--- src/rtl/flsr_pkg.sv ---
package flsr_pkg;

    // Register word offsets (byte addresses)
    localparam logic [7:0] OFS_STATUS = 8'h00;
    localparam logic [7:0] OFS_IRQ_STATUS = 8'h04;
    localparam logic [7:0] OFS_IRQ_CLEAR = 8'h08;
    localparam logic [7:0] OFS_IRQ_ENABLE = 8'h0C;

    // Status word field positions
    localparam int BIT_READY = 0;
    localparam int BIT_ROM_TYPE = 2;
    localparam int PROT_LSB = 4;
    localparam int NUM_BLOCKS = 4;
    localparam int BLK_W = 2;

    // Event bits shared by interrupt status, clear and enable
    localparam int EV_DONE = 0;
    localparam int EV_FAIL = 1;
    localparam int EV_LOST = 2;
    localparam int EV_REFUSED = 3;
    localparam int NUM_EV = 4;

    // Command byte that returns the array to read mode
    localparam logic [7:0] CMD_READ_RESET = 8'hF0;

    // Reset values
    localparam logic READY_RST = 1'b1;
    localparam logic [NUM_EV-1:0] IRQ_ENABLE_RST = 4'h0;

    // Program request from the command sequencer
    typedef struct packed {
        logic valid;
        logic [BLK_W-1:0] block;
    } flsr_prog_req_t;

    // Whole state of the status block
    typedef struct packed {
        logic op_done_flag;
        logic failed;
        logic cmd_blocked;
        logic mask_rom;
        logic strap_taken;
        logic [NUM_EV-1:0] irq_status;
        logic [NUM_EV-1:0] irq_enable;
        logic [31:0] rdata;
    } flsr_state_t;

    localparam flsr_state_t STATE_RST = '{
        op_done_flag: READY_RST,
        failed: 1'b0,
        cmd_blocked: 1'b0,
        mask_rom: 1'b0,
        strap_taken: 1'b0,
        irq_status: 4'h0,
        irq_enable: IRQ_ENABLE_RST,
        rdata: 32'h0000_0000
    };

endpackage : flsr_pkg

--- src/rtl/flsr_prot_gate.sv ---
`timescale 1ns/100ps
`default_nettype none

module flsr_prot_gate #(
    parameter int NUM_BLOCKS = flsr_pkg::NUM_BLOCKS
) (
    input wire flsr_pkg::flsr_prog_req_t req_i,
    input wire logic [NUM_BLOCKS-1:0] prot_i,
    input wire logic ready_i,
    output logic go_o,
    output logic refused_o
);

    logic [NUM_BLOCKS-1:0] hit;

    // Per-block match of a program request against its protection bit
    for (genvar g = 0; g < NUM_BLOCKS; g++) begin : g_blk
        assign hit[g] = req_i.valid && (req_i.block == (flsr_pkg::BLK_W)'(g)) && prot_i[g];
    end

    // Protected blocks are refused; others start only when ready
    assign refused_o = |hit;
    assign go_o = req_i.valid && !refused_o && ready_i;

endmodule : flsr_prot_gate

`default_nettype wire

--- src/rtl/flsr_status.sv ---
// Function
// - Ready flag reads 0 while an automatic program or erase runs.
// - Ready flag returns to 1 once the automatic operation ends cleanly.
// - A failed automatic operation keeps the ready flag at 0.
// - Hardware reset forces the ready flag back to 1.
// - Command while busy may be lost and block input; reset recovers.
// - Status bit 2 shows ROM type: 0 flash, 1 mask ROM.
// - Status bits 7..4 show each block's protection, any combination.
// - Programming a protected block is refused and leaves it unchanged.
//
// The placing of the registers and the strobed register port were left to the implementer.
`timescale 1ns/100ps
`default_nettype none

module flsr_status #(
    parameter int NUM_BLOCKS = flsr_pkg::NUM_BLOCKS
) (
    input wire logic core_clk_i,
    input wire logic reset_i,
    input wire logic [7:0] reg_addr_i,
    input wire logic [31:0] reg_wdata_i,
    input wire logic reg_wr_i,
    input wire logic reg_rd_i,
    output logic [31:0] reg_rdata_o,
    input wire logic auto_active_i,
    input wire logic auto_fail_i,
    input wire logic [NUM_BLOCKS-1:0] prot_state_i,
    input wire logic rom_mask_strap_i,
    input wire logic cmd_wr_i,
    input wire logic [7:0] cmd_data_i,
    output logic cmd_accept_o,
    output logic cmd_blocked_o,
    input wire flsr_pkg::flsr_prog_req_t prog_req_i,
    output logic prog_go_o,
    output logic prog_refused_o,
    output logic op_done_flag_o,
    output logic irq_o
);

    flsr_pkg::flsr_state_t st;
    flsr_pkg::flsr_state_t next_st;
    logic reset_cmd;
    logic busy_cmd;
    logic [flsr_pkg::NUM_EV-1:0] events;
    logic [31:0] status_word;

    // Program requests checked against block protection
    flsr_prot_gate #(
        .NUM_BLOCKS(NUM_BLOCKS)
    ) u_gate (
        .req_i(prog_req_i),
        .prot_i(prot_state_i),
        .ready_i(st.op_done_flag && !st.cmd_blocked),
        .go_o(prog_go_o),
        .refused_o(prog_refused_o)
    );

    // Status word assembly, undefined positions held at zero
    always_comb begin
        status_word = 32'h0000_0000;
        status_word[flsr_pkg::BIT_READY] = st.op_done_flag;
        status_word[flsr_pkg::BIT_ROM_TYPE] = st.mask_rom;
        status_word[flsr_pkg::PROT_LSB +: NUM_BLOCKS] = prot_state_i;
    end

    // Next-state logic for the whole block
    always_comb begin
        next_st = st;
        reset_cmd = cmd_wr_i && (cmd_data_i == flsr_pkg::CMD_READ_RESET);
        busy_cmd = cmd_wr_i && !reset_cmd && !st.op_done_flag;
        events = '0;

        // ROM type strap caught once after reset release
        if (!st.strap_taken) begin
            next_st.mask_rom = rom_mask_strap_i;
            next_st.strap_taken = 1'b1;
        end

        // Failure is sticky until the read/reset command; a new failure wins
        if (reset_cmd) begin
            next_st.failed = 1'b0;
        end
        if (auto_fail_i) begin
            next_st.failed = 1'b1;
        end

        // Command while busy jams further command input
        if (reset_cmd) begin
            next_st.cmd_blocked = 1'b0;
        end
        if (busy_cmd) begin
            next_st.cmd_blocked = 1'b1;
        end

        // Ready flag: low while running or after a failure
        next_st.op_done_flag = !auto_active_i && !next_st.failed;

        // Event detection
        events[flsr_pkg::EV_DONE] = !st.op_done_flag && next_st.op_done_flag;
        events[flsr_pkg::EV_FAIL] = auto_fail_i && !st.failed;
        events[flsr_pkg::EV_LOST] = busy_cmd;
        events[flsr_pkg::EV_REFUSED] = prog_refused_o;

        // Interrupt status: clear first so a same-cycle event survives
        if (reg_wr_i && reg_addr_i == flsr_pkg::OFS_IRQ_CLEAR) begin
            next_st.irq_status = st.irq_status & ~reg_wdata_i[flsr_pkg::NUM_EV-1:0];
        end
        next_st.irq_status = next_st.irq_status | events;

        // Interrupt enable write
        if (reg_wr_i && reg_addr_i == flsr_pkg::OFS_IRQ_ENABLE) begin
            next_st.irq_enable = reg_wdata_i[flsr_pkg::NUM_EV-1:0];
        end

        // Read data stands only in the cycle after the strobe
        next_st.rdata = 32'h0000_0000;
        if (reg_rd_i) begin
            unique case (reg_addr_i)
                flsr_pkg::OFS_STATUS: next_st.rdata = status_word;
                flsr_pkg::OFS_IRQ_STATUS: begin
                    next_st.rdata[flsr_pkg::NUM_EV-1:0] = st.irq_status;
                end
                flsr_pkg::OFS_IRQ_ENABLE: begin
                    next_st.rdata[flsr_pkg::NUM_EV-1:0] = st.irq_enable;
                end
                default: next_st.rdata = 32'h0000_0000;
            endcase
        end
    end

    // State register, synchronous reset
    always_ff @(posedge core_clk_i) begin
        if (reset_i) begin
            st <= flsr_pkg::STATE_RST;
        end else begin
            st <= next_st;
        end
    end

    // Outputs
    assign reg_rdata_o = st.rdata;
    assign op_done_flag_o = st.op_done_flag;
    assign cmd_blocked_o = st.cmd_blocked;
    assign cmd_accept_o = cmd_wr_i && (reset_cmd || (st.op_done_flag && !st.cmd_blocked));
    assign irq_o = |(st.irq_status & st.irq_enable);

    // Busy while an automatic operation runs
    property p_busy_low;
        @(posedge core_clk_i) disable iff (reset_i)
        auto_active_i |=> !op_done_flag_o;
    endproperty
    a_busy_low: assert property (p_busy_low)
        else $error("ready flag high during automatic operation");

    // Clean end returns to ready in one cycle
    property p_ready_after_done;
        @(posedge core_clk_i) disable iff (reset_i)
        (!auto_active_i && !auto_fail_i && !st.failed) |=> op_done_flag_o;
    endproperty
    a_ready_after_done: assert property (p_ready_after_done)
        else $error("ready flag not restored after clean end");

    // Failure keeps busy until a read/reset command
    property p_fail_sticky;
        @(posedge core_clk_i) disable iff (reset_i)
        (auto_fail_i ##1 (!reset_cmd) [*3]) |-> !op_done_flag_o;
    endproperty
    a_fail_sticky: assert property (p_fail_sticky)
        else $error("ready flag rose after a failure");

    // First cycle after reset shows ready
    property p_reset_ready;
        @(posedge core_clk_i) disable iff (reset_i)
        $fell(reset_i) |-> (op_done_flag_o && !st.failed && !cmd_blocked_o);
    endproperty
    a_reset_ready: assert property (p_reset_ready)
        else $error("ready flag not one after reset");

    // Command while busy blocks input until a reset command
    property p_busy_cmd_blocks;
        @(posedge core_clk_i) disable iff (reset_i)
        (cmd_wr_i && !reset_cmd && !op_done_flag_o) |=>
            (cmd_blocked_o && st.irq_status[flsr_pkg::EV_LOST]);
    endproperty
    a_busy_cmd_blocks: assert property (p_busy_cmd_blocks)
        else $error("busy command did not block input");

    // Reset command always accepted and unblocks
    property p_reset_cmd_recovers;
        @(posedge core_clk_i) disable iff (reset_i)
        (reset_cmd && !auto_fail_i) |-> cmd_accept_o ##1 (!cmd_blocked_o && !st.failed);
    endproperty
    a_reset_cmd_recovers: assert property (p_reset_cmd_recovers)
        else $error("read/reset command did not recover");

    // ROM type bit in a status read
    property p_rom_type_read;
        @(posedge core_clk_i) disable iff (reset_i)
        (reg_rd_i && reg_addr_i == flsr_pkg::OFS_STATUS) |=>
            (reg_rdata_o[flsr_pkg::BIT_ROM_TYPE] == $past(st.mask_rom));
    endproperty
    a_rom_type_read: assert property (p_rom_type_read)
        else $error("ROM type bit wrong in status read");

    // Protection bits in a status read
    property p_prot_read;
        @(posedge core_clk_i) disable iff (reset_i)
        (reg_rd_i && reg_addr_i == flsr_pkg::OFS_STATUS) |=>
            (reg_rdata_o[flsr_pkg::PROT_LSB +: NUM_BLOCKS] == $past(prot_state_i));
    endproperty
    a_prot_read: assert property (p_prot_read)
        else $error("protection bits wrong in status read");

    // No program start on a protected block
    property p_prot_refuse;
        @(posedge core_clk_i) disable iff (reset_i)
        (prog_req_i.valid && prot_state_i[prog_req_i.block]) |->
            (!prog_go_o && prog_refused_o) ##1 st.irq_status[flsr_pkg::EV_REFUSED];
    endproperty
    a_prot_refuse: assert property (p_prot_refuse)
        else $error("program allowed on protected block");

    // Undefined status bits read zero, ready bit follows flag
    property p_status_reserved;
        @(posedge core_clk_i) disable iff (reset_i)
        (reg_rd_i && reg_addr_i == flsr_pkg::OFS_STATUS) |=>
            (reg_rdata_o[31:8] == 24'h000000 && !reg_rdata_o[1] && !reg_rdata_o[3]
             && reg_rdata_o[flsr_pkg::BIT_READY] == $past(op_done_flag_o));
    endproperty
    a_status_reserved: assert property (p_status_reserved)
        else $error("reserved status bits not zero");

    // Read data idle when no read was made
    property p_rdata_idle;
        @(posedge core_clk_i) disable iff (reset_i)
        !reg_rd_i |=> (reg_rdata_o == 32'h0000_0000);
    endproperty
    a_rdata_idle: assert property (p_rdata_idle)
        else $error("read data present without read");

    // A failure beside a read/reset command still leaves the flag low
    property p_fail_wins_reset;
        @(posedge core_clk_i) disable iff (reset_i)
        (auto_fail_i && reset_cmd) |=> !op_done_flag_o;
    endproperty
    a_fail_wins_reset: assert property (p_fail_wins_reset)
        else $error("read/reset command cleared a same-cycle failure");

    // Jammed input stays jammed until a read/reset command
    property p_blocked_holds;
        @(posedge core_clk_i) disable iff (reset_i)
        (cmd_blocked_o && !reset_cmd) |=> cmd_blocked_o;
    endproperty
    a_blocked_holds: assert property (p_blocked_holds)
        else $error("command input unjammed without recovery");

    // Jammed input accepts nothing but the read/reset command
    property p_blocked_refuses;
        @(posedge core_clk_i) disable iff (reset_i)
        (cmd_blocked_o && cmd_wr_i && !reset_cmd) |-> !cmd_accept_o;
    endproperty
    a_blocked_refuses: assert property (p_blocked_refuses)
        else $error("command accepted while input jammed");

    // Ready and unjammed means the next command is taken
    property p_ready_accepts;
        @(posedge core_clk_i) disable iff (reset_i)
        (cmd_wr_i && op_done_flag_o && !cmd_blocked_o) |-> cmd_accept_o;
    endproperty
    a_ready_accepts: assert property (p_ready_accepts)
        else $error("command refused while ready");

    // Program start only when ready, unjammed and unprotected
    property p_go_needs_ready;
        @(posedge core_clk_i) disable iff (reset_i)
        prog_go_o |-> (op_done_flag_o && !cmd_blocked_o && !prog_refused_o);
    endproperty
    a_go_needs_ready: assert property (p_go_needs_ready)
        else $error("program started while busy or jammed");

    // Refusal only for a request aimed at a protected block
    property p_refused_only_protected;
        @(posedge core_clk_i) disable iff (reset_i)
        prog_refused_o |->
            (prog_req_i.valid && prot_state_i[prog_req_i.block]);
    endproperty
    a_refused_only_protected: assert property (p_refused_only_protected)
        else $error("program refused on a free block");

    // ROM type holds once caught
    property p_rom_type_stable;
        @(posedge core_clk_i) disable iff (reset_i)
        st.strap_taken |=> $stable(st.mask_rom);
    endproperty
    a_rom_type_stable: assert property (p_rom_type_stable)
        else $error("ROM type bit changed after capture");

    // Event bits stay set until software clears them
    property p_event_sticky;
        @(posedge core_clk_i) disable iff (reset_i)
        !(reg_wr_i && reg_addr_i == flsr_pkg::OFS_IRQ_CLEAR) |=>
            ((st.irq_status & $past(st.irq_status)) == $past(st.irq_status));
    endproperty
    a_event_sticky: assert property (p_event_sticky)
        else $error("event bit dropped without a clear");

    // A new event survives a clear in the same cycle
    property p_set_wins;
        @(posedge core_clk_i) disable iff (reset_i)
        (events != '0) |=>
            ((st.irq_status & $past(events)) == $past(events));
    endproperty
    a_set_wins: assert property (p_set_wins)
        else $error("event lost to a same-cycle clear");

    // Event bits in an interrupt status read
    property p_irq_status_read;
        @(posedge core_clk_i) disable iff (reset_i)
        (reg_rd_i && reg_addr_i == flsr_pkg::OFS_IRQ_STATUS) |=>
            (reg_rdata_o[flsr_pkg::NUM_EV-1:0] == $past(st.irq_status)
             && reg_rdata_o[31:flsr_pkg::NUM_EV] == '0);
    endproperty
    a_irq_status_read: assert property (p_irq_status_read)
        else $error("interrupt status read wrong");

    // Flag low, nothing running, no failure pending: ready next cycle with event
    property p_done_event;
        @(posedge core_clk_i) disable iff (reset_i)
        (!op_done_flag_o && !auto_active_i && !auto_fail_i && (!st.failed || reset_cmd))
            |=> (op_done_flag_o && st.irq_status[flsr_pkg::EV_DONE]);
    endproperty
    a_done_event: assert property (p_done_event)
        else $error("ready flag or done event missing at end");

    // Enable register takes the written value
    property p_enable_write;
        @(posedge core_clk_i) disable iff (reset_i)
        (reg_wr_i && reg_addr_i == flsr_pkg::OFS_IRQ_ENABLE) |=>
            (st.irq_enable == $past(reg_wdata_i[flsr_pkg::NUM_EV-1:0]));
    endproperty
    a_enable_write: assert property (p_enable_write)
        else $error("interrupt enable write lost");

    // Read/reset command with nothing running brings back ready
    property p_ready_reset_cmd;
        @(posedge core_clk_i) disable iff (reset_i)
        (reset_cmd && !auto_fail_i && !auto_active_i) |=> op_done_flag_o;
    endproperty
    a_ready_reset_cmd: assert property (p_ready_reset_cmd)
        else $error("read/reset command did not restore ready");

endmodule : flsr_status

`default_nettype wire

--- config.mk ---
export PLATFORM = sky130hd
export DESIGN_NAME = flsr_status
export DESIGN_NICKNAME = d
export VERILOG_FILES = /design/src/rtl/flsr_pkg.sv /design/src/rtl/flsr_prot_gate.sv /design/src/rtl/flsr_status.sv
export SDC_FILE = /design/constraint.sdc
export NUM_CORES = 1
export LEC_CHECK = 0
export BUFFER_PORTS_ARGS = -buffer_cell sky130_fd_sc_hd__buf_2
export CAP_MARGIN = 20
export CORE_MARGIN = 8
export CORE_UTILIZATION = 42
export CTS_BUF_LIST = sky130_fd_sc_hd__clkbuf_4 sky130_fd_sc_hd__clkbuf_8 sky130_fd_sc_hd__clkbuf_16
export DETAILED_ROUTE_END_ITERATION = 6
export GPL_TIMING_DRIVEN = 1
export PLACE_DENSITY = 0.85
export SLEW_MARGIN = 20
export SYNTH_ARGS = -nofsm -noshare
export SYNTH_HDL_FRONTEND = slang
export SYNTH_HIERARCHICAL = 1
export SYNTH_SLANG_ARGS = --single-unit
--- constraint.sdc ---
create_clock -name core_clk_i -period 3.1 [get_ports core_clk_i]
set_input_delay 0.62 -clock core_clk_i [delete_from_list [all_inputs] [get_ports core_clk_i]]
set_output_delay 0.62 -clock core_clk_i [all_outputs]
set_load 0.02 [all_outputs]
## Word-level counts from Yosys, hierarchy flattened

Cells that the tools add are included.

- Equal/unequal tests: 7
- Muxes and demuxes: 6
- Bitwise operators: 6
- Reduce and logical (&&, ||, !) cells: 35

Operator list:

| cell | number |
|---|---|
| 1-bit logical AND | 20 |
| 8-bit by 4-bit == test with 1-bit output (second input constant) | 2 |
| 4-bit case mux with 3 select lines | 1 |
| 4-bit bitwise AND | 2 |
| 8-bit by 3-bit == test with 1-bit output (second input constant) | 1 |
| 8-bit == test (second input constant) | 1 |
| 8-bit logical NOT | 1 |
| 4-bit OR reduction | 2 |
| 1-bit logical NOT | 7 |
| 2-bit == test (second input constant) | 2 |
| 1-bit two-way mux | 4 |
| 4-bit two-way mux | 1 |
| 4-bit NOT | 1 |
| 4-bit OR | 1 |
| 3-bit OR reduction | 1 |
| 2-bit by 1-bit == test with 1-bit output (second input constant) | 1 |
| 2-bit logical NOT | 1 |
| 1-bit NOT | 2 |
| 2-bit nonzero test | 1 |
| 2-bit OR reduction | 1 |
| 1-bit logical OR | 1 |

- Register bits: 45
- Bits of input ports: 63
- Word-level logic and storage cells: 63

## Longest topological paths before layout

Gate-level depths: netlist (run 1).

- Depth after elaboration: 8
- Depth in mapped cells: 4

## By module

The synthesis (run 1) kept the hierarchy.

By module, submodules not included:

| module | instances | cells an instance | area an instance (sq um) |
|---|---|---|---|
| flsr_status | 1 | 130 | 1207.4 |
| flsr_prot_gate | 1 | 4 | 36.3 |

## Worst setup path before layout (run 1)

OpenSTA, ideal clock, no wires.

- Path type: in2out
- Start: input port cmd_data_i[3]
- End: output port cmd_accept_o
- Arrival time: 1462 ps
- Setup slack: 1018 ps
- Stages on the path: 3
- Path through: nor4bb_1 -> and2_1 -> o21a_1

- Word-level cells in the longest chain between the ends: 4

RTL lines:

| element | RTL line | RTL |
|---|---|---|
| start: declaration | flsr_status.sv:30 | `input wire logic [7:0] cmd_data_i,` |
| 8-bit == test | flsr_status.sv:69 | `reset_cmd = cmd_wr_i && (cmd_data_i == flsr_pkg::CMD_READ_RESET);` |
| 1-bit logical AND | flsr_status.sv:69 |  |
| 1-bit logical OR | flsr_status.sv:144 | `assign cmd_accept_o = cmd_wr_i && (reset_cmd \|\| (st.op_done_flag && !st.cmd_blocked));` |
| 1-bit logical AND | flsr_status.sv:144 |  |
| end: declaration | flsr_status.sv:31 | `output logic cmd_accept_o,` |

Every way passes these cells.

## Worst setup path after layout (run 1)

Same ends and word-level chain as after synthesis.

==> results of run 1 <==
-- metal layers --
metal / track usage, % / routed length, µm / share of wire [%] / vias to the layer above
li1: - / - / - / 527
met1: 12.82 / 1183 / 41 / 457
met2: 18.31 / 1335 / 46 / 60
met3: 7.203 / 353 / 12 / 2
met4: 2.009 / 5 / 0.17 / 0
met5: 0 / 0 / 0 / -
-- worst max-delay path: stages --
cell and delay (ns):
buf_2 0.09, nor4bb_1 0.52, and2_1 0.23, o21a_1 0.11, buf_2 0.16
-- final timing paths --
check | end | slack, ns | cells after the start
worst min-delay path | st[36] | 0.49 | 2
worst max register to register | reg_rdata_o[2] | 2.11 | 3
worst min register to register | st[36] | 0.49 | 2
worst max-delay path | cmd_accept_o | 0.75 | 5
-- layout make-up --
class	count	area, µm²
clock buffers	4	30.03
fillers	272	1391
inverters	5	18.77
multi-input cells	95	634.4
flip-flops and latches	21	420.4
well taps	31	38.79
repair buffers	49	247.7
-- sequential cells by signal (all words and copies together), names as in the netlist --
name,flops
st,11
reg_rdata_o,8
cmd_blocked_o,1
op_done_flag_o,1
-- kinds of logic (layout without fill, tap and decap cells) --
logic type | count (synthesis) | after routing | share of synthesized area [%]
and+or+nand+nor | 42 | 42 | 25.76
muxes | 4 | 4 | 4.225
AOI/OAI and AO/OA | 25 | 25 | 13.78
other | 1 | 24 | 0.3015
buffers and inverters | 41 | 58 | 22.13
DFF | 21 | 21 | 33.80
-- power breakdown --
| part | total (mW) | internal (mW) | switching (mW) |
|---|---|---|---|
| clock | 0.140 | 0.0590 | 0.0815 |
| sequential | 0.285 | 0.278 | 0.00641 |
| combinational | 0.106 | 0.0363 | 0.0696 |
| total | 0.531 | 0.373 | 0.157 |
-- stage by stage --
stage / cells / power, mW / util [%] / hold WS, ns / worst slack (ns)
after detailed placement: 201 / 0.3957 / 48.90 / 0.4730 / 0.7491
after global placement: 201 / 0.3942 / 48.90 / 0.4529 / 0.7570
after global routing: 205 / 0.5576 / 49.98 / 0.5225 / 0.6184
after floorplan: 157 / 0.3787 / - / 0.4360 / 1.018
final: 205 / 0.5310 / 49.98 / 0.4926 / 0.7549
after CTS: 205 / 0.5358 / 49.98 / 0.4914 / 0.7464
-- cell usage in the layout (no fill, tap or decap) --
cell      netlist  final
a211oi_1        1      1
a21oi_1         7      7
a22oi_1         2      2
a31o_2          1      1
a31oi_1         1      1
a32o_1          1      1
a41oi_1         2      2
and2_1          4      4
and3_1          2      2
and4_2          1      1
buf_2           1     48
buf_4          32      1
clkbuf_4        0      4
clkinv_1        2      2
conb_1          1     24
dfxtp_1        21     21
inv_1           3      3
mux2i_1         3      3
mux4_2          1      1
nand2_1         7      7
nand4_1         6      6
nand4_4         1      1
nor2_1          5      5
nor3_1          3      3
nor4_1          1      1
nor4_4          1      1
nor4b_1         2      2
nor4b_2         4      4
nor4bb_1        3      3
o21a_1          3      3
o21ai_0         2      2
o31ai_1         4      4
o32ai_1         1      1
or4_1           1      1
or4bb_1         1      1
==> out/summary.log, run 1 <==
INFO  place          post-dp-hpwl=2413µm
INFO  pwr            total_leakage_power=0.6302nW
INFO  yosys          yosys.cell_count.top_type=buf_4
INFO  clock_network  numCtsBuffers=3
INFO  timing         max_freq=426.4MHz
INFO  job            max-cap-violations=0
INFO  clock_network  h-tree-depth=1
INFO  floorplanning  floorplan.die.height=70.42µm
INFO  floorplanning  io_pins=101
INFO  layout         area_delta_synth_final=11.77%
INFO  timing         final-hold-violation-count=0
INFO  hold_path      worstHoldStart=st[36]
INFO  hold_path      min_path_type=register to register
INFO  status         run_status=finished, final reports clean
INFO  place          placed_area=1360µm²
INFO  yosys          syn-cell-area=1244µm²
INFO  critical_path  critPathLaunch=cmd_data_i[3]
INFO  grt            pin_count_of_the_biggest_net_entering_global_routing=14
INFO  floorplanning  fp-row-count=19
INFO  critical_path  arrival=1.73ns
INFO  timing         final_min_period_over_clock_period=75.65%
INFO  critical_path  worst-path-max-fanout=4
INFO  clock_network  ctsLongestPathBuffers=2
INFO  floorplanning  die_width=70.42µm
INFO  detailed_routing drt_drc_violations_left=0
INFO  grt            grt_residual_overflow=0
INFO  critical_path  rr_startpoint=st[38]
INFO  grt            wire_length_of_the_first_global_routing_pass=4830µm
INFO  layout         antennaDiodeCount=0
INFO  yosys          synth_common_cells=buf_4, dfxtp_1, a21oi_1, nand2_1, nand4_1
INFO  detailed_routing viasPerCell=5.102
INFO  clock_network  clkSinkCount=21
INFO  yosys          ys.flop_type=dfxtp_1
INFO  clock_network  cts.repair_timing.setup_buffer_count=0
INFO  place          gp_congestion=0.8696
INFO  timing         timing_worst_slew_pin_value=0.5745ns
INFO  timing         finClkSkew=0.001090ns
INFO  yosys          synth-seq-cells=21
INFO  timing         max-slew-margin-rel=61.42%
INFO  detailed_routing detailedRoute.firstPassIterationCount=4
INFO  pwr            vdd_drop_max=0.3669mV
INFO  detailed_routing routed_wire_length_per_instance=14.03µm
INFO  yosys          synth_cells=134
INFO  detailed_routing number_of_nets_with_antenna_violations_after_detailed_routing=0
INFO  timing         finalSetupTns=0ns
INFO  floorplanning  initial_utilization=44.71%
INFO  yosys          synth.yosys.seq_area_share=33.80%
INFO  grt            antenna_found_initial=0
INFO  place          number_of_port_buffers=48
INFO  yosys          synth-async-reset-ratio=0%
INFO  yosys          synth_largest_type_area_fraction=33.80%
INFO  floorplanning  die-area=4958µm²
INFO  floorplanning  core_region_area=2781µm²
INFO  yosys          syn-mean-instance-area=9.281µm²
INFO  critical_path  setup.worst_path.class=primary input to primary output
INFO  yosys          netlist_top_cells_area=dfxtp_1, buf_4, nor4b_2
INFO  timing         timing.final.crit_period=2.345ns
INFO  detailed_routing first_iter_violations=35
INFO  clock_network  post_cts_resized=0
INFO  clock_network  holdBufCountCts=0
INFO  detailed_routing finalWirelength=2877µm
INFO  layout         finalInstanceArea=1390µm²
INFO  pwr            power_density=382.0nW/µm²
INFO  grt            grt_pass1_vias=1,065
INFO  layout         design.final.nets=238
INFO  detailed_routing dr_total_vias=1,046
INFO  yosys          synth-edff-count=0
INFO  critical_path  worst-endpoint-required=2.48ns
INFO  yosys          distinct_cells_synth=35
INFO  grt            grt_util_all_layers=11.52%
INFO  clock_network  worstSkewPairLatency=0.30ns
INFO  clock_network  tritoncts=built
INFO  yosys          synth-warning-count=6
INFO  layout         fraction_of_layout_instances_using_a_drive_strength_above_1=35.63%
INFO  yosys          synthDominantAreaCellType=dfxtp_1
INFO  timing         setup_repair_after_global_routing_missed_its_margin=no
INFO  timing         final_count_of_pins_violating_max_slew=0
INFO  clock_network  clock_transition_at_the_registers_of_the_reported_paths=0.11ns
INFO  clock_network  clockRootBuffer=clkbuf_4
INFO  timing         timing.final.setup_violations=0
INFO  critical_path  cp-start-kind=primary input
INFO  critical_path  crit_path_end_kind=primary output
No activity file was read; power rests on OpenSTA's default activity.
==> run 2, diff against run 1 <==
- CORE_UTILIZATION: 42 -> 35
- PLACE_DENSITY: 0.85 -> 0.75
- clock period: 3.1 -> 2.1 ns (I/O delays scaled with it)
==> run 2 against run 1 <==
Compared with the run above:
- critical path depth shrank 1
- global-route usage shrank 1.1 points
- worst setup slack lost 0.44 ns
- critical endpoint is now prog_refused_o
- largest power group unchanged
- core utilization shrank 7.5 points
- sequential power grew 47%
- design area grew 2.8%
- cell count grew 8.8%
- non-clock buffer count grew 3
- sequential cell count is the same
- via count shrank 0.76%
==> out/summary.log, run 2 (synthesized netlist as in run 1, its figures left out) <==
INFO  timing         final-hold-violation-count=0
INFO  critical_path  setup.worst_path.class=primary input to primary output
INFO  clock_network  ctsLongestPathBuffers=2
INFO  pwr            total_leakage_power=0.6457nW
INFO  layout         final_common_cell=buf_2
INFO  grt            pin_count_of_the_biggest_net_entering_global_routing=14
INFO  grt            grt_util_all_layers=10.40%
INFO  floorplanning  core_region_area=3363µm²
INFO  place          number_of_port_buffers=48
INFO  hold_path      timing.hold.worst_path_depth=3
INFO  timing         final_count_of_pins_violating_max_slew=0
INFO  clock_network  tritoncts=built
INFO  timing         setup_repair_after_global_routing_missed_its_margin=no
INFO  status         run_status=finished, final reports clean
INFO  hold_path      hold_path_end=st[41]
INFO  critical_path  cp-start-kind=primary input
INFO  detailed_routing viasPerCell=4.655
INFO  critical_path  critical_path.slowest_cell=mux4_2
INFO  detailed_routing finalWirelength=2900µm
INFO  pwr            vdd_drop_max=0.2068mV
INFO  hold_path      worstHoldStart=rom_mask_strap_i
INFO  layout         finalInstanceArea=1429µm²
INFO  critical_path  worst-path-max-fanout=2
INFO  critical_path  critPathLaunch=prog_req_i[0]
INFO  grt            grt_pass1_vias=1,056
INFO  critical_path  r2r-end=reg_rdata_o[2]
INFO  clock_network  clock_transition_at_the_registers_of_the_reported_paths=0.12ns
INFO  floorplanning  floorplan.die.height=75.61µm
INFO  timing         timing.final.crit_period=1.782ns
INFO  place          dp_slack=0.2622ns
INFO  layout         fraction_of_layout_instances_using_a_drive_strength_above_1=36.72%
INFO  critical_path  regToRegSetupSlack=1.13ns
INFO  layout         largest_register_ffs=11
INFO  critical_path  worstPathCellList=buf_2, mux4_2, and2_1, buf_2
INFO  timing         fin_ws=0.3179ns
INFO  timing         final_min_period_over_clock_period=84.86%
INFO  layout         max_flop_register=st
INFO  job            max-cap-violations=0
INFO  grt            antenna_found_initial=0
INFO  pwr            power_density=540.7nW/µm²
INFO  layout         area_delta_synth_final=14.89%
INFO  layout         most-common-layout-cells=buf_2, conb_1, dfxtp_1
INFO  layout         design.final.nets=241
INFO  pwr            power=772.6µW
INFO  clock_network  clkSinkCount=21
INFO  critical_path  crit_path_end_kind=primary output
INFO  clock_network  post_cts_resized=0
INFO  timing         timing.final.setup_violations=0
INFO  critical_path  cp_slowest_stage_delay=0.49ns
INFO  place          placed_area=1401µm²
INFO  clock_network  cts.repair_timing.setup_buffer_count=0
INFO  floorplanning  fp-row-count=21
INFO  floorplanning  io_pins=101
INFO  layout         antennaDiodeCount=0
INFO  critical_path  critical_path.top_delay_family=multiplexers
INFO  layout         fillCellCount=370
INFO  clock_network  numCtsBuffers=3
INFO  timing         finClkSkew=0.0009805ns
INFO  detailed_routing first_iter_violations=49
INFO  clock_network  worstSkewPairLatency=0.30ns
INFO  critical_path  worst-endpoint-required=1.68ns
INFO  grt            grt_residual_overflow=0
INFO  floorplanning  die-area=5717µm²
INFO  detailed_routing detailedRoute.firstPassIterationCount=4
INFO  place          post-dp-hpwl=2469µm
INFO  critical_path  rr_worst_depth=3
INFO  critical_path  arrival=1.36ns
INFO  grt            wire_length_of_the_first_global_routing_pass=4581µm
INFO  detailed_routing dr_total_vias=1,038
INFO  clock_network  clockRootBuffer=clkbuf_4
INFO  timing         max_freq=561.1MHz
INFO  detailed_routing routed_wire_length_per_instance=13.00µm
INFO  clock_network  holdBufCountCts=0
INFO  critical_path  path_buf_inv=2
INFO  clock_network  h-tree-depth=1
INFO  timing         max-slew-margin-rel=61.83%
INFO  hold_path      min_path_type=primary input to register
INFO  critical_path  cpMostUsedCell=buf_2
INFO  timing         timing_worst_slew_pin_value=0.5683ns
INFO  detailed_routing drt_drc_violations_left=0
INFO  detailed_routing number_of_nets_with_antenna_violations_after_detailed_routing=0
INFO  floorplanning  initial_utilization=36.98%
INFO  timing         finalSetupTns=0ns
INFO  floorplanning  die_width=75.61µm
INFO  place          gp_congestion=0.7995
INFO  critical_path  rr_startpoint=st[38]
## run 2: changes by cell type in the layout (fill, tap and decap cells not counted), sizes merged
cell,previous run,this run
buf,49,52
clkinv,2,3
clkbuf,4,3
## run 2: per-stage QoR
stage | util, % | hold WS, ns | cells
final | 42.49 | 0.3512 | 223
after global routing | 42.49 | 0.3511 | 223
after CTS | 42.49 | 0.3466 | 223
after detailed placement | 41.67 | 0.4599 | 219
after global placement | 41.67 | 0.4583 | 219
after floorplan | - | 0.4360 | 157
## run 2: worst max-delay path by stage
stage,endpoint,cells past startpoint
floorplan,cmd_accept_o,3
global placement,st[38],5
detailed placement,st[38],5
CTS,prog_refused_o,4
global route,cmd_accept_o,5
finish,prog_refused_o,4
## run 2: final cells by class
class	instances	area, µm²	share of cell area, %
timing repair buffer	52	270.3	18.91
multi-input combinational	95	634.4	44.40
clock inverter	1	5.005	0.3503
sequential	21	420.4	29.42
tap	46	57.56	4.028
inverter	5	18.77	1.313
clock buffer	3	22.52	1.576
## run 2: worst reg2reg max path, cell delays in order (launching register included)
cell and delay [ns]:
dfxtp_1 0.40, nor4b_1 0.23, o21ai_0 0.13, a21oi_1 0.15
## run 2: metal layers
layer | global-route usage [%] | up-vias | routed length, µm
li1 | - | 522 | -
met2 | 18.22 | 48 | 1372
met1 | 11.46 | 466 | 1191
met4 | 1.919 | 0 | 10
met3 | 4.474 | 2 | 325
met5 | 0 | - | 0
## run 2: power by group
group | switching, mW | internal [mW] | total (mW)
Clock | 0.123 | 0.0710 | 0.194
Combinational | 0.103 | 0.0553 | 0.159
Sequential | 0.00936 | 0.411 | 0.420
Total | 0.236 | 0.537 | 0.773
==> run 3, diff against run 2 <==
- CORE_UTILIZATION: 35 -> 39
- PLACE_DENSITY: 0.75 -> 0.79
- clock period: 2.1 -> 1.8 ns (I/O delays scaled with it)
==> run 3 against run 2 <==
Compared with the run above:
- die area down 8.1%
- sequential share of layout area decreased by 0.26 points
- non-clock buffer count rose by 2
- sequential cell count stayed put
- total power is 17% higher
- largest cell class unchanged
- largest power group unchanged
- highest routed layer unchanged
==> out/summary.log, run 3 (synthesized netlist as in run 1, its figures left out) <==
INFO  critical_path  rr_startpoint=st[38]
INFO  critical_path  worst-endpoint-required=1.44ns
INFO  status         run_status=finished, final reports clean
INFO  critical_path  cp-start-kind=primary input
INFO  critical_path  arrival=1.32ns
INFO  grt            grt_pass1_vias=1,100
INFO  pwr            power.combinational.fraction=21.1%
INFO  floorplanning  fp-row-count=20
INFO  clock_network  post_cts_resized=0
INFO  clock_network  clkSinkCount=21
INFO  job            max-cap-violations=0
INFO  hold_path      min_path_type=primary input to register
INFO  clock_network  h-tree-depth=1
INFO  critical_path  critPathLaunch=prog_req_i[0]
INFO  critical_path  rr_worst_depth=3
INFO  place          post-dp-hpwl=2551µm
INFO  layout         fillCellCount=324
INFO  pwr            power_density=625.2nW/µm²
INFO  layout         fraction_of_layout_instances_using_a_drive_strength_above_1=37.43%
INFO  detailed_routing route.top_layer_used=met4
INFO  clock_network  worstSkewPairLatency=0.30ns
INFO  critical_path  r2r-end=reg_rdata_o[2]
INFO  grt            pin_count_of_the_biggest_net_entering_global_routing=13
INFO  pwr            p_sw_share=30.16%
INFO  layout         area_of_the_multi_input_gates=634.4µm²
INFO  detailed_routing dr_total_vias=1,065
INFO  timing         final-hold-violation-count=0
INFO  clock_network  cts.repair_timing.setup_buffer_count=0
INFO  detailed_routing detailedRoute.firstPassIterationCount=4
INFO  pwr            power.switching=271.8µW
INFO  critical_path  setup.worst_path.end=prog_refused_o
INFO  detailed_routing finalWirelength=3039µm
INFO  floorplanning  core_region_area=3053µm²
INFO  pwr            vdd_drop_max=0.3175mV
INFO  detailed_routing viasPerCell=4.776
INFO  timing         timing.final.crit_period=1.677ns
INFO  pwr            p_seq_share=54.3%
INFO  layout         largest_register_ffs=11
INFO  grt            wire_length_of_the_first_global_routing_pass=4940µm
INFO  grt            antenna_found_initial=0
INFO  timing         finClkSkew=0.003497ns
INFO  layout         design.final.nets=243
INFO  place          gp_congestion=0.7663
INFO  critical_path  crit_path_end_kind=primary output
INFO  clock_network  holdBufCountCts=0
INFO  layout         layout.area.seq=420.4µm²
INFO  grt            grt_residual_overflow=0
INFO  clock_network  numCtsBuffers=3
INFO  hold_path      worstHoldStart=rom_mask_strap_i
INFO  detailed_routing routed_wire_length_per_instance=13.63µm
INFO  critical_path  setup.worst_path.class=primary input to primary output
INFO  detailed_routing number_of_nets_with_antenna_violations_after_detailed_routing=0
INFO  timing         timing.final.setup_violations=0
INFO  grt            grt_util_all_layers=11.61%
INFO  place          number_of_port_buffers=48
INFO  layout         antennaDiodeCount=0
INFO  pwr            cellInternalPower=629.4µW
INFO  layout         max_flop_register=st
INFO  critical_path  regToRegSetupSlack=0.84ns
INFO  floorplanning  initial_utilization=40.74%
INFO  pwr            total_leakage_power=0.6553nW
INFO  timing         max_freq=596.4MHz
INFO  detailed_routing drt_drc_violations_left=0
INFO  timing         final_count_of_pins_violating_max_slew=0
INFO  floorplanning  die-area=5252µm²
INFO  layout         area_delta_synth_final=15.90%
INFO  pwr            share_clk_of_total_power=24.7%
INFO  timing         finalSetupTns=0ns
INFO  detailed_routing wirelength_met1=1157µm
INFO  timing         final_min_period_over_clock_period=93.16%
INFO  clock_network  tritoncts=built
INFO  layout         finalInstanceArea=1441µm²
INFO  timing         setup_repair_after_global_routing_missed_its_margin=no
INFO  detailed_routing wl_met3=302µm
INFO  clock_network  clockRootBuffer=clkbuf_4
INFO  floorplanning  io_pins=101
INFO  floorplanning  die_width=72.47µm
INFO  clock_network  clock_transition_at_the_registers_of_the_reported_paths=0.11ns
INFO  clock_network  ctsLongestPathBuffers=2
INFO  place          placed_area=1414µm²
INFO  layout         final_common_cell=buf_2
INFO  detailed_routing met2WireLength=1564µm
INFO  layout         most-common-layout-cells=buf_2, conb_1, dfxtp_1
INFO  detailed_routing first_iter_violations=55
INFO  critical_path  worst-path-max-fanout=2
INFO  floorplanning  floorplan.die.height=72.47µm
==> run 3: how the worst min path moves through the flow <==
| stage | depth (start not counted) | endpoint |
|---|---|---|
| 6_report | 3 | st[41] |
| 5_1_grt | 3 | st[41] |
| 4_1_cts | 3 | st[41] |
| 3_5_place_dp | 2 | reg_rdata_o[2] |
| 3_3_place_gp | 2 | reg_rdata_o[2] |
| 2_1_floorplan | 2 | reg_rdata_o[2] |
==> run 3: power by group through the flow <==
stage / clock (mW) / combinational, mW / sequential [mW]
after floorplan: 0 / 0.151 / 0.501
after global placement: 0 / 0.185 / 0.499
after detailed placement: 0 / 0.189 / 0.500
after CTS: 0.233 / 0.190 / 0.489
after global routing: 0.253 / 0.208 / 0.492
final: 0.222 / 0.190 / 0.489
==> run 3: critical path, stage by stage <==
cell,delay (ns)
buf_2,0.09
mux4_2,0.50
and2_1,0.21
buf_2,0.17
==> run 3: metrics by stage <==
step,instances,power (mW),utilization [%],hold WS [ns],worst slack [ns]
after floorplan,157,0.6522,-,0.4360,0.2377
after global placement,219,0.6849,46.31,0.4602,0.1254
after detailed placement,219,0.6889,46.31,0.4618,0.1129
after CTS,223,0.9113,47.21,0.2844,0.1108
after global routing,223,0.9529,47.21,0.2721,0.05008
final,223,0.9012,47.21,0.2942,0.1231
==> run 3: layout make-up <==
cell class                      count  area share, %
Multi-Input combinational cell     95          44.01
Sequential cell                    21          29.17
Timing Repair Buffer               54          19.79
Tap cell                           44          3.819
Clock buffer                        3          1.563
Inverter                            5          1.302
Clock inverter                      1         0.3472
==> run 3: layer usage <==
metal	vias up	track usage, %
met3	2	5.096
met5	-	0
met4	0	2.000
met2	40	21.77
met1	491	11.61
li1	532	-
